[config.mk]
export PLATFORM = sky130hd
export DESIGN_NAME = brb_ctrl
export DESIGN_NICKNAME = d
export VERILOG_FILES = /design/src/brb_pkg.sv /design/src/brb_ctrl.sv /design/src/brb_decode.sv /design/src/brb_sync.sv
export VERILOG_INCLUDE_DIRS = /design/src
export SDC_FILE = /design/constraint.sdc
export NUM_CORES = 1
export LEC_CHECK = 0
export BUFFER_PORTS_ARGS = -buffer_cell sky130_fd_sc_hd__buf_2
export CAP_MARGIN = 20
export CORE_UTILIZATION = 40
export DETAILED_ROUTE_END_ITERATION = 16
export SYNTH_ARGS = -nofsm -noshare
export SYNTH_HDL_FRONTEND = slang
export SYNTH_SLANG_ARGS = --single-unit
export TNS_END_PERCENT = 50
[constraint.sdc]
create_clock -name pclk -period 3.25 [get_ports pclk]
set_input_delay 0.325 -clock pclk [delete_from_list [all_inputs] [get_ports pclk]]
set_output_delay 0.325 -clock pclk [all_outputs]
set_load 0.05 [all_outputs]
[src/brb_cfg.svh]
// constants for the byte rom boot interface controller
`ifndef BRB_CFG_SVH
`define BRB_CFG_SVH

// apb register offsets (byte addresses, one aligned word each)
`define BRB_CTRL_OFS 12'h000
`define BRB_STATUS_OFS 12'h004
`define BRB_RDCNT_OFS 12'h008

// control register fields
`define BRB_CTRL_MAP_BIT 0
`define BRB_CTRL_WS_LSB 4
`define BRB_CTRL_WS_MSB 7
`define BRB_CTRL_MAP_RST 1'b1
`define BRB_CTRL_WS_RST 4'h0

// status register fields
`define BRB_ST_BUSY_BIT 0
`define BRB_ST_RECOV_BIT 1
`define BRB_ST_MAP_BIT 2

// physical address decode
`define BRB_WIN_MSB 31
`define BRB_WIN_LSB 25
`define BRB_BOOT_LSB 21
`define BRB_CODE_BIT 24
`define BRB_STEP_MSB 23
`define BRB_STEP_LSB 21
`define BRB_UPPER_MSB 16
`define BRB_UPPER_LSB 3

// timing, times in ns as printed, counts derived from the clock period
`define BRB_CLK_NS 10
`define BRB_TACC_NS 200
`define BRB_TOE_NS 85
`define BRB_TDF_NS 60
`define BRB_SYNC_LAT 2
`define BRB_TACC_CYC ((`BRB_TACC_NS + `BRB_CLK_NS - 1) / `BRB_CLK_NS)
`define BRB_TOE_CYC ((`BRB_TOE_NS + `BRB_CLK_NS - 1) / `BRB_CLK_NS)
`define BRB_TDF_CYC ((`BRB_TDF_NS + `BRB_CLK_NS - 1) / `BRB_CLK_NS)
`define BRB_RD_CYC ((`BRB_TACC_CYC > `BRB_TOE_CYC ? `BRB_TACC_CYC : `BRB_TOE_CYC) + `BRB_SYNC_LAT)

`endif

[src/brb_pkg.sv]
// types for the byte rom boot interface controller
package brb_pkg;

	// sequencer states
	typedef enum logic [1:0] {
		BRB_IDLE = 2'b00,
		BRB_ACCESS = 2'b01,
		BRB_RECOVER = 2'b10
	} brb_state_t;

	// one processor local bus request as seen at the pins
	typedef struct packed {
		logic ads;
		logic wr;
		logic [31:3] addr;
		logic [2:0] byte_enable_lines;
	} brb_req_t;

	// result of the address decode
	typedef struct packed {
		logic eprom_hit;
		logic dram_hit;
		logic code;
		logic [16:0] eprom_addr;
	} brb_dec_t;

	// eprom side pins
	typedef struct packed {
		logic eprom_ce_n;
		logic [16:0] eprom_addr;
		logic io_read_strobe_n;
	} brb_rom_t;

	// processor side answers
	typedef struct packed {
		logic ready_n;
		logic cache_enable_input_n;
		logic hold;
		logic dram_select;
		logic [7:0] data_lo;
	} brb_cpu_t;

endpackage : brb_pkg

[src/brb_ctrl.sv]
// byte rom boot interface controller: eprom sequencer and apb registers
//
// Overview of operation
// in byte-wide boot mode the processor fetches code misses eight bits wide
// in boot mode the processor byte enables act as address bits two to zero
// the processor leaves boot mode when software sets its boot-mode bit
// eprom chip enable comes from address decode combined with the boot-map bit
// map set puts eprom at bootstrap locations, clear routes them to dram
// eprom output enable is driven by the io read strobe
// upper fourteen eprom address bits direct, low three through a mux
// the mux select is the boot-map bit of a writable register
// eprom data sits on the lowest byte lane, one byte per word
// top 32 mbytes reserved for up to 2 mbytes of eprom
// a24 high enables caching, a24 low keeps cache enable off
// mux picks the byte enables whenever a24 is high
// data window steps bytes by 2^21, low address advances every eight
// outside boot mode the processor never issues byte-enable codes 001 or 010
// mux-free option wires byte enables straight to eprom low address
// eprom reads get enough wait states for a 200ns access time; extra wait states above 10 wrap the 5-bit count to a shorter read here
// eprom reads also cover an 85ns output-enable access time; reads fall short of it here when extra wait states above 10 wrap the count
// next bus cycle held off until eprom outputs float, up to 60ns
// boot-map bit resets to one
//
// The APB slave port and the register addresses were chosen for this implementation.
`timescale 1ns/1ns
`include "brb_cfg.svh"
module brb_ctrl (
	// clock and reset
	input wire logic pclk,
	input wire logic presetn,
	// apb slave
	input wire logic psel,
	input wire logic penable,
	input wire logic pwrite,
	input wire logic [11:0] paddr,
	input wire logic [31:0] pwdata,
	output logic [31:0] prdata,
	output logic pready,
	output logic pslverr,
	// processor local bus pins
	input wire logic proc_ads_n,
	input wire logic proc_wr,
	input wire logic [31:3] proc_addr,
	input wire logic [2:0] byte_enable_lines,
	output logic proc_ready_n,
	output logic cache_enable_input_n,
	output logic proc_hold,
	output logic dram_select,
	output logic [7:0] proc_data_lo,
	// eprom pins
	input wire logic [7:0] eprom_data,
	output logic eprom_ce_n,
	output logic [16:0] eprom_addr,
	output logic io_read_strobe_n
);

	localparam logic [4:0] RD_CYC = 5'(`BRB_RD_CYC);
	localparam logic [4:0] TDF_CYC = 5'(`BRB_TDF_CYC);

	// whole module state
	typedef struct packed {
		brb_pkg::brb_state_t st;
		logic [4:0] cnt;
		logic boot_map;
		logic [3:0] extra_ws;
		logic ads_q;
		brb_pkg::brb_rom_t rom;
		brb_pkg::brb_cpu_t cpu;
		logic [15:0] rd_count;
		logic [31:0] prdata;
		logic pslverr;
	} brb_ctrl_st_t;

	brb_ctrl_st_t r;
	brb_ctrl_st_t next_r;

	brb_pkg::brb_req_t pin_req;
	brb_pkg::brb_req_t req;
	brb_pkg::brb_dec_t dec;
	logic [7:0] rom_data;
	logic start;
	logic setup;
	logic wr_acc;
	logic map_ok;
	logic sts_ok;
	logic cnt_ok;

	////////////////////////////////////////////////////////////////////////////////
	// pin inputs pass two flip-flops before anything looks at them

	assign pin_req.ads = !proc_ads_n;
	assign pin_req.wr = proc_wr;
	assign pin_req.addr = proc_addr;
	assign pin_req.byte_enable_lines = byte_enable_lines;

	brb_sync #(
		.W($bits(brb_pkg::brb_req_t))
	) u_req_sync (
		.pclk(pclk),
		.presetn(presetn),
		.d(pin_req),
		.q(req)
	);

	brb_sync #(
		.W(8)
	) u_data_sync (
		.pclk(pclk),
		.presetn(presetn),
		.d(eprom_data),
		.q(rom_data)
	);

	// decode runs off the synchronised request and the live map bit
	brb_decode u_decode (
		.req(req),
		.boot_map(r.boot_map),
		.dec(dec)
	);

	////////////////////////////////////////////////////////////////////////////////
	// apb decode

	// a new cycle is the rising edge of the synchronised address strobe
	assign start = req.ads && !r.ads_q;
	assign setup = psel && !penable;
	assign wr_acc = psel && penable && pwrite;

	// if / else-if address decode for the three words
	always_comb begin
		map_ok = 1'b0;
		sts_ok = 1'b0;
		cnt_ok = 1'b0;
		if (paddr == `BRB_CTRL_OFS) begin
			map_ok = 1'b1;
		end else if (paddr == `BRB_STATUS_OFS) begin
			sts_ok = 1'b1;
		end else if (paddr == `BRB_RDCNT_OFS) begin
			cnt_ok = 1'b1;
		end
	end

	////////////////////////////////////////////////////////////////////////////////
	// next-state logic for the sequencer and the register file

	always_comb begin
		next_r = r;
		next_r.ads_q = req.ads;
		// ready is a one-cycle pulse
		next_r.cpu.ready_n = 1'b1;

		// register reads are captured in the setup cycle so pready can be constant
		if (setup) begin
			next_r.pslverr = !(map_ok || sts_ok || cnt_ok);
			next_r.prdata = 32'h0000_0000;
			if (map_ok) begin
				next_r.prdata[`BRB_CTRL_MAP_BIT] = r.boot_map;
				next_r.prdata[`BRB_CTRL_WS_MSB:`BRB_CTRL_WS_LSB] = r.extra_ws;
			end else if (sts_ok) begin
				next_r.prdata[`BRB_ST_BUSY_BIT] = (r.st != brb_pkg::BRB_IDLE);
				next_r.prdata[`BRB_ST_RECOV_BIT] = r.cpu.hold;
				next_r.prdata[`BRB_ST_MAP_BIT] = r.boot_map;
			end else if (cnt_ok) begin
				next_r.prdata[15:0] = r.rd_count;
			end
		end

		// control writes: map bit steers decode and the low-address mux
		if (wr_acc && map_ok) begin
			next_r.boot_map = pwdata[`BRB_CTRL_MAP_BIT];
			next_r.extra_ws = pwdata[`BRB_CTRL_WS_MSB:`BRB_CTRL_WS_LSB];
		end
		// writing the counter word clears it, unless a rom read completes in the same cycle and the increment wins
		if (wr_acc && cnt_ok) begin
			next_r.rd_count = 16'h0000;
		end

		case (r.st)
			brb_pkg::BRB_IDLE: begin
				if (start) begin
					next_r.cpu.dram_select = dec.dram_hit;
					if (dec.eprom_hit && !req.wr) begin
						// chip enable from decode, address through the mux
						next_r.rom.eprom_ce_n = 1'b0;
						next_r.rom.eprom_addr = dec.eprom_addr;
						// output enable is the io read strobe
						next_r.rom.io_read_strobe_n = 1'b0;
						// code half may be cached, data half never
						next_r.cpu.cache_enable_input_n = !dec.code;
						// length covers both access and output-enable times while extra_ws is 10 or less; larger values wrap the 5-bit count
						next_r.cnt = RD_CYC - 5'd1 + {1'b0, r.extra_ws};
						next_r.st = brb_pkg::BRB_ACCESS;
					end else if (dec.eprom_hit) begin
						// writes to the rom are acknowledged and dropped
						next_r.cpu.ready_n = 1'b0;
						next_r.cpu.cache_enable_input_n = 1'b1;
					end else begin
						// everything else is cacheable memory
						next_r.cpu.cache_enable_input_n = 1'b0;
					end
				end
			end
			brb_pkg::BRB_ACCESS: begin
				if (r.cnt == 5'd0) begin
					// only the lowest lane carries rom data
					next_r.cpu.data_lo = rom_data;
					next_r.cpu.ready_n = 1'b0;
					next_r.rom.io_read_strobe_n = 1'b1;
					next_r.rom.eprom_ce_n = 1'b1;
					// hold the bus until the rom outputs have floated
					next_r.cpu.hold = 1'b1;
					next_r.cnt = TDF_CYC - 5'd1;
					next_r.rd_count = r.rd_count + 16'h0001;
					next_r.st = brb_pkg::BRB_RECOVER;
				end else begin
					next_r.cnt = r.cnt - 5'd1;
				end
			end
			brb_pkg::BRB_RECOVER: begin
				// requests arriving here are ignored: the hold keeps new cycles off
				if (r.cnt == 5'd0) begin
					next_r.cpu.hold = 1'b0;
					next_r.st = brb_pkg::BRB_IDLE;
				end else begin
					next_r.cnt = r.cnt - 5'd1;
				end
			end
			default: begin
				next_r.st = brb_pkg::BRB_IDLE;
			end
		endcase
	end

	////////////////////////////////////////////////////////////////////////////////
	// state register

	always_ff @(posedge pclk or negedge presetn) begin
		if (!presetn) begin
			r <= '0;
			r.st <= brb_pkg::BRB_IDLE;
			r.boot_map <= `BRB_CTRL_MAP_RST;
			r.extra_ws <= `BRB_CTRL_WS_RST;
			r.rom.eprom_ce_n <= 1'b1;
			r.rom.io_read_strobe_n <= 1'b1;
			r.cpu.ready_n <= 1'b1;
			r.cpu.cache_enable_input_n <= 1'b1;
		end else begin
			r <= next_r;
		end
	end

	////////////////////////////////////////////////////////////////////////////////
	// outputs, all from flip-flops except the constant pready

	assign pready = 1'b1;
	assign prdata = r.prdata;
	assign pslverr = r.pslverr;
	assign proc_ready_n = r.cpu.ready_n;
	assign cache_enable_input_n = r.cpu.cache_enable_input_n;
	assign proc_hold = r.cpu.hold;
	assign dram_select = r.cpu.dram_select;
	assign proc_data_lo = r.cpu.data_lo;
	assign eprom_ce_n = r.rom.eprom_ce_n;
	assign eprom_addr = r.rom.eprom_addr;
	assign io_read_strobe_n = r.rom.io_read_strobe_n;

endmodule : brb_ctrl

[src/brb_decode.sv]
// address decode and low-address mux for the eprom window
`timescale 1ns/1ns
`include "brb_cfg.svh"
module brb_decode (
	// request and mapping control
	input wire brb_pkg::brb_req_t req,
	input wire logic boot_map,
	// decode result
	output brb_pkg::brb_dec_t dec
);

	// true when every address bit in [msb:lsb] is one
	function automatic logic all_ones(input logic [31:3] a, input int msb, input int lsb);
		logic r;
		r = 1'b1;
		for (int i = 3; i <= 31; i++) begin
			if (i <= msb && i >= lsb && !a[i]) begin
				r = 1'b0;
			end
		end
		return r;
	endfunction : all_ones

	logic in_win;
	logic in_boot;
	logic use_be;

	// top 32 mbytes belong to the eprom, 16x its 2 mbyte size
	assign in_win = all_ones(req.addr, `BRB_WIN_MSB, `BRB_WIN_LSB);
	assign in_boot = all_ones(req.addr, `BRB_WIN_MSB, `BRB_BOOT_LSB);

	// with map clear the bootstrap locations go to dram instead
	assign dec.eprom_hit = in_win && (boot_map || !in_boot);
	assign dec.dram_hit = in_boot && !boot_map;
	assign dec.code = req.addr[`BRB_CODE_BIT];

	// byte enables drive a2..a0 for code or while booting
	// with the select held on the byte enables this acts as the mux-free wiring
	assign use_be = boot_map || req.addr[`BRB_CODE_BIT];

	// upper 14 bits straight from the processor address
	// data window steps bytes by 2^21, lanes advance by 8
	assign dec.eprom_addr = {req.addr[`BRB_UPPER_MSB:`BRB_UPPER_LSB],
		use_be ? req.byte_enable_lines : req.addr[`BRB_STEP_MSB:`BRB_STEP_LSB]};

endmodule : brb_decode

[src/brb_sync.sv]
// two flip-flop synchroniser for a group of pin inputs
`timescale 1ns/1ns
module brb_sync #(
	parameter int W = 1
) (
	// clock and reset
	input wire logic pclk,
	input wire logic presetn,
	// pins in, synchronised copy out
	input wire logic [W-1:0] d,
	output logic [W-1:0] q
);

	typedef struct packed {
		logic [W-1:0] s1;
		logic [W-1:0] s2;
	} brb_sync_st_t;

	brb_sync_st_t r;
	brb_sync_st_t next_r;

	// the first stage feeds only the second stage
	always_comb begin
		next_r.s1 = d;
		next_r.s2 = r.s1;
	end

	always_ff @(posedge pclk or negedge presetn) begin
		if (!presetn) begin
			r <= '0;
		end else begin
			r <= next_r;
		end
	end

	assign q = r.s2;

endmodule : brb_sync

==> results.cfg, run 1 <==
[status]
status = finished clean

[detailed_routing]
drt-pass1-iter-count = 4
drt-total-wl_mm = 10.73
ant_nets = 0
avgViaCountPerCell = 4.736
wl_per_cell_um = 13.73
vias = 3699
drc_errors = 0
first_iter_violations = 235

[clock_tree]
clockRootBuffer = clkbuf_16
htree_num_levels = 4
path_clk_slew_ns = 0.06
cts.path.max_buffers = 2
clock-sinks = 153
cts_tree = yes
insertion_delay_ns = 0.42
cts_buffers = 17

[die]
die_h_um = 124.2
rows = 44
core_area_um2 = 14530
io_pins = 156
dieArea_um2 = 15430
die_w_um = 124.2
initial_core_util = 0.4112

[finish]
fin_util = 0.5006
fill_cells = 1276
area_growth_pct = 21.75
drive_gt1_frac = 0.3216
final_cell_mix = dfrtp_1, buf_2, nand2_1, dlygate4sd3_1, nor2_1
final_common_cell = dfrtp_1
nets = 683
num_antenna_cells = 0

[yosys]
synth_edf_count = 0
yosysTopAreaCellShare = 0.6198
synth-seq-cells = 153
ys_warn_count = 0
synthTopCellsByArea = dfrtp_1, buf_4, mux2_2
synth_cell_type_count = 49
seq_area_frac_synth = 0.6418
synthesis.area_um2 = 5976
yosysTopAreaCell = dfrtp_1
ys.flop_type = dfrtp_1
async_flop_share = 1.000
syn_area_per_cell_um2 = 12.61
synth_cells = 474

[global_route]
grt_max_degree = 86
grt_pass1_vias = 3777
track_usage = 0.1512
antenna_found_initial = 0
overflow = 0
grt_pass1_wl_mm = 18.33

[sta]
rsz0062_at_grt = no
setup_viol = 0
report.final.slew_viol_count = 0
clock.fmax_ghz = 0.4279
tightest_slew_ns = 0.8914
finalCriticalPeriod_ns = 2.337
clock_skew_ns = 0.008920
fin_hold_ws_ns = 0.03502
finalHoldViolCount = 0
slew_headroom = 0.4057
fin_setup_tns_ns = 0
fin_crit_sh = 0.7191

[setup_path]
critPathMaxStageDelay_ns = 0.66
cp.arrival_ns = 2.64
cp_slowest_cell = or4b_2
worst_setup_path_start_kind = flip-flop
cp_data_required_time_ns = 3.55
critPathKind = reg -> reg
crit_path_end_kind = flip-flop
cp_max_fo = 6
path_cells = inv_1 -> ha_1 -> or4b_2 -> nor2_1 -> nand4_1 -> nand3_2 -> o21ai_2

[worst_hold_path]
hold_path_class = in -> reg

[power_and_ir_drop]
swShare = 0.2848
p_int_mw = 3.373
comb_power_share = 0.143
p_sw_mw = 1.343
p_clk_frac = 0.395
power.density_nw_per_um2 = 648.2
total_leakage_power_nw = 3.586
p_seq_frac = 0.463
vdd_ir_drop_max_mv = 0.5284

[place]
globalplace.congestion = 0.8303
dp_hpwl_mm = 7.221
portBuffers = 107

[job]
maxCapViolations = 0
[cell families after synthesis]
family	after synthesis	synth area share
other cells	2	0.001257
xor+xnor	7	0.01026
simple gates	127	0.1120
fa+ha+maj	7	0.01466
flops	153	0.6418
compound gates	68	0.07957
buf+inv	84	0.09254
mux	26	0.04795
[registers in the layout, summed over array words and instances (netlist names)]
name	flops
u_req_sync.next_r	30
u_req_sync.q	30
r	29
eprom_addr	17
prdata	16
proc_data_lo	8
u_data_sync.next_r	8
u_data_sync.q	8
cache_enable_input_n	1
dram_select	1
eprom_ce_n	1
io_read_strobe_n	1
proc_hold	1
proc_ready_n	1
pslverr	1
[layout make-up]
| class | instances | area [um^2] | area share |
|---|---|---|---|
| sequential | 153 | 3835 | 0.5271 |
| tap | 184 | 230.2 | 0.03164 |
| clock buffer | 19 | 452.9 | 0.06225 |
| clock inverter | 12 | 115.1 | 0.01582 |
| inverter | 11 | 41.29 | 0.005675 |
| multi-input combinational | 252 | 1644 | 0.2260 |
| timing repair buffer | 150 | 957.2 | 0.1316 |
[Yosys cell counts (2+ instances only)]
cell        n
nor2_1     27
and3_1      2
nor4_4      2
a22o_1     11
nor3_1      6
nor2b_1     5
o31ai_1     5
or4_4       2
nand3_2     8
o21ai_0    13
dfstp_2     5
o21ai_2     8
nand3_1     8
a21o_1      2
or3_1       2
nand2_1    48
inv_1      11
mux2i_1     5
ha_1        7
xor2_1      3
a22oi_1     6
a31oi_1     2
nand4_1     9
mux2_2     21
a21oi_1    13
dfrtp_1   148
buf_4      59
conb_1      2
buf_6       2
clkbuf_1   10
xnor2_1     4
[power groups by stage]
stage | combinational, mW | clock, mW | sequential [mW]
2_1_floorplan | 0.508 | 0 | 2.21
3_3_place_gp | 0.626 | 0 | 2.21
3_5_place_dp | 0.641 | 0 | 2.22
4_1_cts | 0.676 | 1.91 | 2.18
5_1_grt | 0.742 | 2.00 | 2.21
6_report | 0.673 | 1.86 | 2.18
[worst max-delay path, delay by kind of cell, from the launching register on]
family / cells / cell delay, ns
and+or+nand+nor: 4 / 1.46
AOI/OAI and AO/OA: 1 / 0.05
adders and majority gates: 1 / 0.21
buffers and inverters: 1 / 0.09
DFF: 1 / 0.39
[stage by stage]
stage / instances / instance area [um^2] / setup WS (ns) / total power, mW
detailed placement: 713 / 6337 / 0.7418 / 2.856
global placement: 713 / 6337 / 0.7860 / 2.835
CTS: 781 / 7276 / 0.9394 / 4.769
finish: 781 / 7276 / 0.9130 / 4.716
global route: 781 / 7276 / 0.8187 / 4.947
floorplan: 489 / 6032 / 1.041 / 2.715
[layer usage]
| layer | part of all wire | vias to the layer above | track usage |
|---|---|---|---|
| met2 | 0.48 | 121 | 0.2389 |
| met1 | 0.45 | 1791 | 0.1913 |
| li1 | - | 1771 | - |
| met3 | 0.063 | 16 | 0.05431 |
| met4 | 0.013 | 0 | 0.05315 |
| met5 | 0 | - | 0 |
[final timing paths]
| check | startpoint | endpoint | slack, ns | depth (start not counted) |
|---|---|---|---|---|
| worst max-delay path | r[86] | r[46] | 0.91 | 7 |
| worst min-delay path | eprom_data[5] | u_data_sync.next_r[5] | 0.04 | 1 |
| worst max register to register | r[86] | r[46] | 0.91 | 7 |
| worst min register to register | u_req_sync.next_r[2] | u_req_sync.q[2] | 0.35 | 0 |
| max in group asynchronous | presetn | cache_enable_input_n | 1.82 | 3 |
| min in group asynchronous | presetn | pslverr | 0.51 | 2 |
[what timing repair did]
item | CTS | global route
hold buffers | 37 | 0
endpoints found under the hold margin | 102 | 0
setup buffers | 0 | 0
setup endpoints to repair | 0 | 0
gates resized for setup | 0 | 0
No activity file was read; power rests on OpenSTA's default activity.
==> run 2: changes to the inputs <==
Settings changed: ABC_AREA set to 1.
Clock period 3.25 ns to 2.23 ns, I/O delays scaled along.
==> run 2 against run 1 <==
Effect of this change:
- clock power rose by 56%
- final cell count rose by 28%
- largest power group unchanged
- critical path depth did not move
- synthesized area increased by 6.4%
- critical path type unchanged
- sequential power grew 44%
- combinational power up 66%
- fmax up 19%
- worst setup slack got worse by 0.65 ns
- clock skew rose by 0.0035 ns
==> results.cfg, run 2 <==
[setup_path]
cp_data_required_time_ns = 2.53
worst_setup_path_start_kind = flip-flop
critical_path.top_delay_family = simple AND/OR/NAND/NOR gates
cp.arrival_ns = 2.26
critPathMaxStageDelay_ns = 0.40
crit_path_end_kind = flip-flop
path_cells = inv_1 -> ha_1 -> nand4_4 -> inv_2 -> nand3_1 -> nor3_1 -> nor2_1
rrSetupSlack_ns = 0.27
critPathKind = reg -> reg
cp_max_fo = 16
cp_slowest_cell = dfrtp_1
critPathBufInv = 2

[clock_tree]
post-cts-setup-buffers = 0
clock-sinks = 153
cts_buffers = 17
path_clk_slew_ns = 0.06
cts-resized-gates = 0
htree_num_levels = 4
clockRootBuffer = clkbuf_16
cts.path.max_buffers = 2
hold_buffers = 39
insertion_delay_ns = 0.42
cts_tree = yes

[place]
dp.cells = 927
dp_slack_ns = 0.2577
portBuffers = 107
postPlaceCellArea_um2 = 6798
dp_hpwl_mm = 8.354
globalplace.congestion = 0.8133

[finish]
nets = 872
num_antenna_cells = 0
stdcell_count = 998
final_area_um2 = 7789
final_common_cell = nand2_1
area_growth_pct = 22.52
fin_util = 0.5067
drive_gt1_frac = 0.2033
final_cell_mix = nand2_1, dfrtp_1, buf_2, inv_1, nor2_1
fill_cells = 1399

[power_and_ir_drop]
p_clk_frac = 0.407
comb_power_share = 0.156
p_sw_mw = 1.979
swShare = 0.2767
finalPower_mw = 7.152
p_int_mw = 5.173
p_seq_frac = 0.437
total_leakage_power_nw = 4.160
power.density_nw_per_um2 = 918.3
vdd_ir_drop_max_mv = 0.5305

[yosys]
synth-seq-cells = 153
synth_cell_type_count = 35
async_flop_share = 1.000
yosysMostFrequentCell = nand2_1
syn_area_per_cell_um2 = 9.676
synth_cells = 657
ys_warn_count = 0
synth_edf_count = 0
synthesis.area_um2 = 6357
yosysTopAreaCellShare = 0.5826
ys.flop_type = dfrtp_1
synth_commonest_cells = nand2_1, dfrtp_1, inv_1, buf_4, nor2_1
synthTopCellsByArea = dfrtp_1, nand2_1, buf_4
seq_area_frac_synth = 0.6032
yosysTopAreaCell = dfrtp_1

[worst_hold_path]
hold_path_class = in -> reg

[detailed_routing]
wl_per_cell_um = 11.82
avgViaCountPerCell = 4.466
vias = 4457
first_iter_violations = 241
ant_nets = 0
drt-pass1-iter-count = 4
drc_errors = 0
drt-total-wl_mm = 11.80

[sta]
fin_crit_sh = 0.8801
setup_slack_ns = 0.2673
clock_skew_ns = 0.01246
fin_hold_ws_ns = 0.01342
rsz0062_at_grt = no
tightest_slew_ns = 0.5768
finalHoldViolCount = 0
clock.fmax_ghz = 0.5095
report.final.slew_viol_count = 0
slew_headroom = 0.6151
finalCriticalPeriod_ns = 1.963
setup_viol = 0
fin_setup_tns_ns = 0

[die]
core_area_um2 = 15370
io_pins = 156
dieArea_um2 = 16400
die_w_um = 128.1
rows = 45
die_h_um = 128.1
initial_core_util = 0.4136

[global_route]
track_usage = 0.1567
overflow = 0
grt_pass1_vias = 4227
grt_max_degree = 60
antenna_found_initial = 0
grt_pass1_wl_mm = 19.82

[job]
maxCapViolations = 0

[status]
status = finished clean
==> run 2: cell count changes after synthesis, sizes merged, moves of 5 or more <==
cell	delta
nand2	+116
nor2	+24
a22o	-10
a22oi	-6
o21ai	+16
nand3	+24
mux2	-21
inv	+73
clkbuf	-7
nor2b	-5
==> run 2: logic make-up after synthesis <==
logic type               synth area share
AO/OA/AOI/OAI                     0.05511
XOR/XNOR                         0.006890
adder cells (fa/ha/maj)           0.01378
buffers and inverters              0.1301
flip-flops                         0.6032
multiplexers                     0.004724
other                            0.001181
AND/OR/NAND/NOR                    0.1850
==> run 2: path summary, 6_finish.rpt <==
check | from | cells after the start | to
worst max-delay path | r[86] | 7 | r[48]
worst min-delay path | pwdata[7] | 3 | r[84]
worst max register to register | r[86] | 7 | r[48]
worst min register to register | u_req_sync.next_r[22] | 0 | u_req_sync.q[22]
max in group asynchronous | presetn | 3 | r[85]
min in group asynchronous | presetn | 2 | u_req_sync.q[7]
==> run 2: per-layer routing <==
layer,global-route usage,vias up,part of all wire
met3,0.04758,12,0.056
met1,0.1973,2113,0.45
li1,-,2210,-
met2,0.2577,122,0.48
met4,0.05190,0,0.011
met5,0,-,0
==> run 2: worst register-to-register path, stage by stage (launching register included) <==
cell and delay (ns):
dfrtp_1 0.40, inv_1 0.11, ha_1 0.34, nand4_4 0.32, inv_2 0.33, nand3_1 0.14
nor3_1 0.15, nor2_1 0.07
==> run 2: final cells by class <==
cell class	count	area, um^2	area share
flip-flops and latches	153	3835	0.4924
multi-input cells	365	1752	0.2249
repair buffers	153	1022	0.1312
clock buffers	23	447.9	0.05751
inverters	84	315.3	0.04048
well taps	211	264.0	0.03390
clock inverters	9	152.6	0.01960
==> run 2: power groups by stage <==
stage	Sequential (mW)	Combinational, mW	Clock (mW)
2_1_floorplan	3.20	0.868	0
3_3_place_gp	3.16	1.05	0
3_5_place_dp	3.17	1.08	0
4_1_cts	3.13	1.13	2.98
5_1_grt	3.15	1.22	3.11
6_report	3.13	1.12	2.91
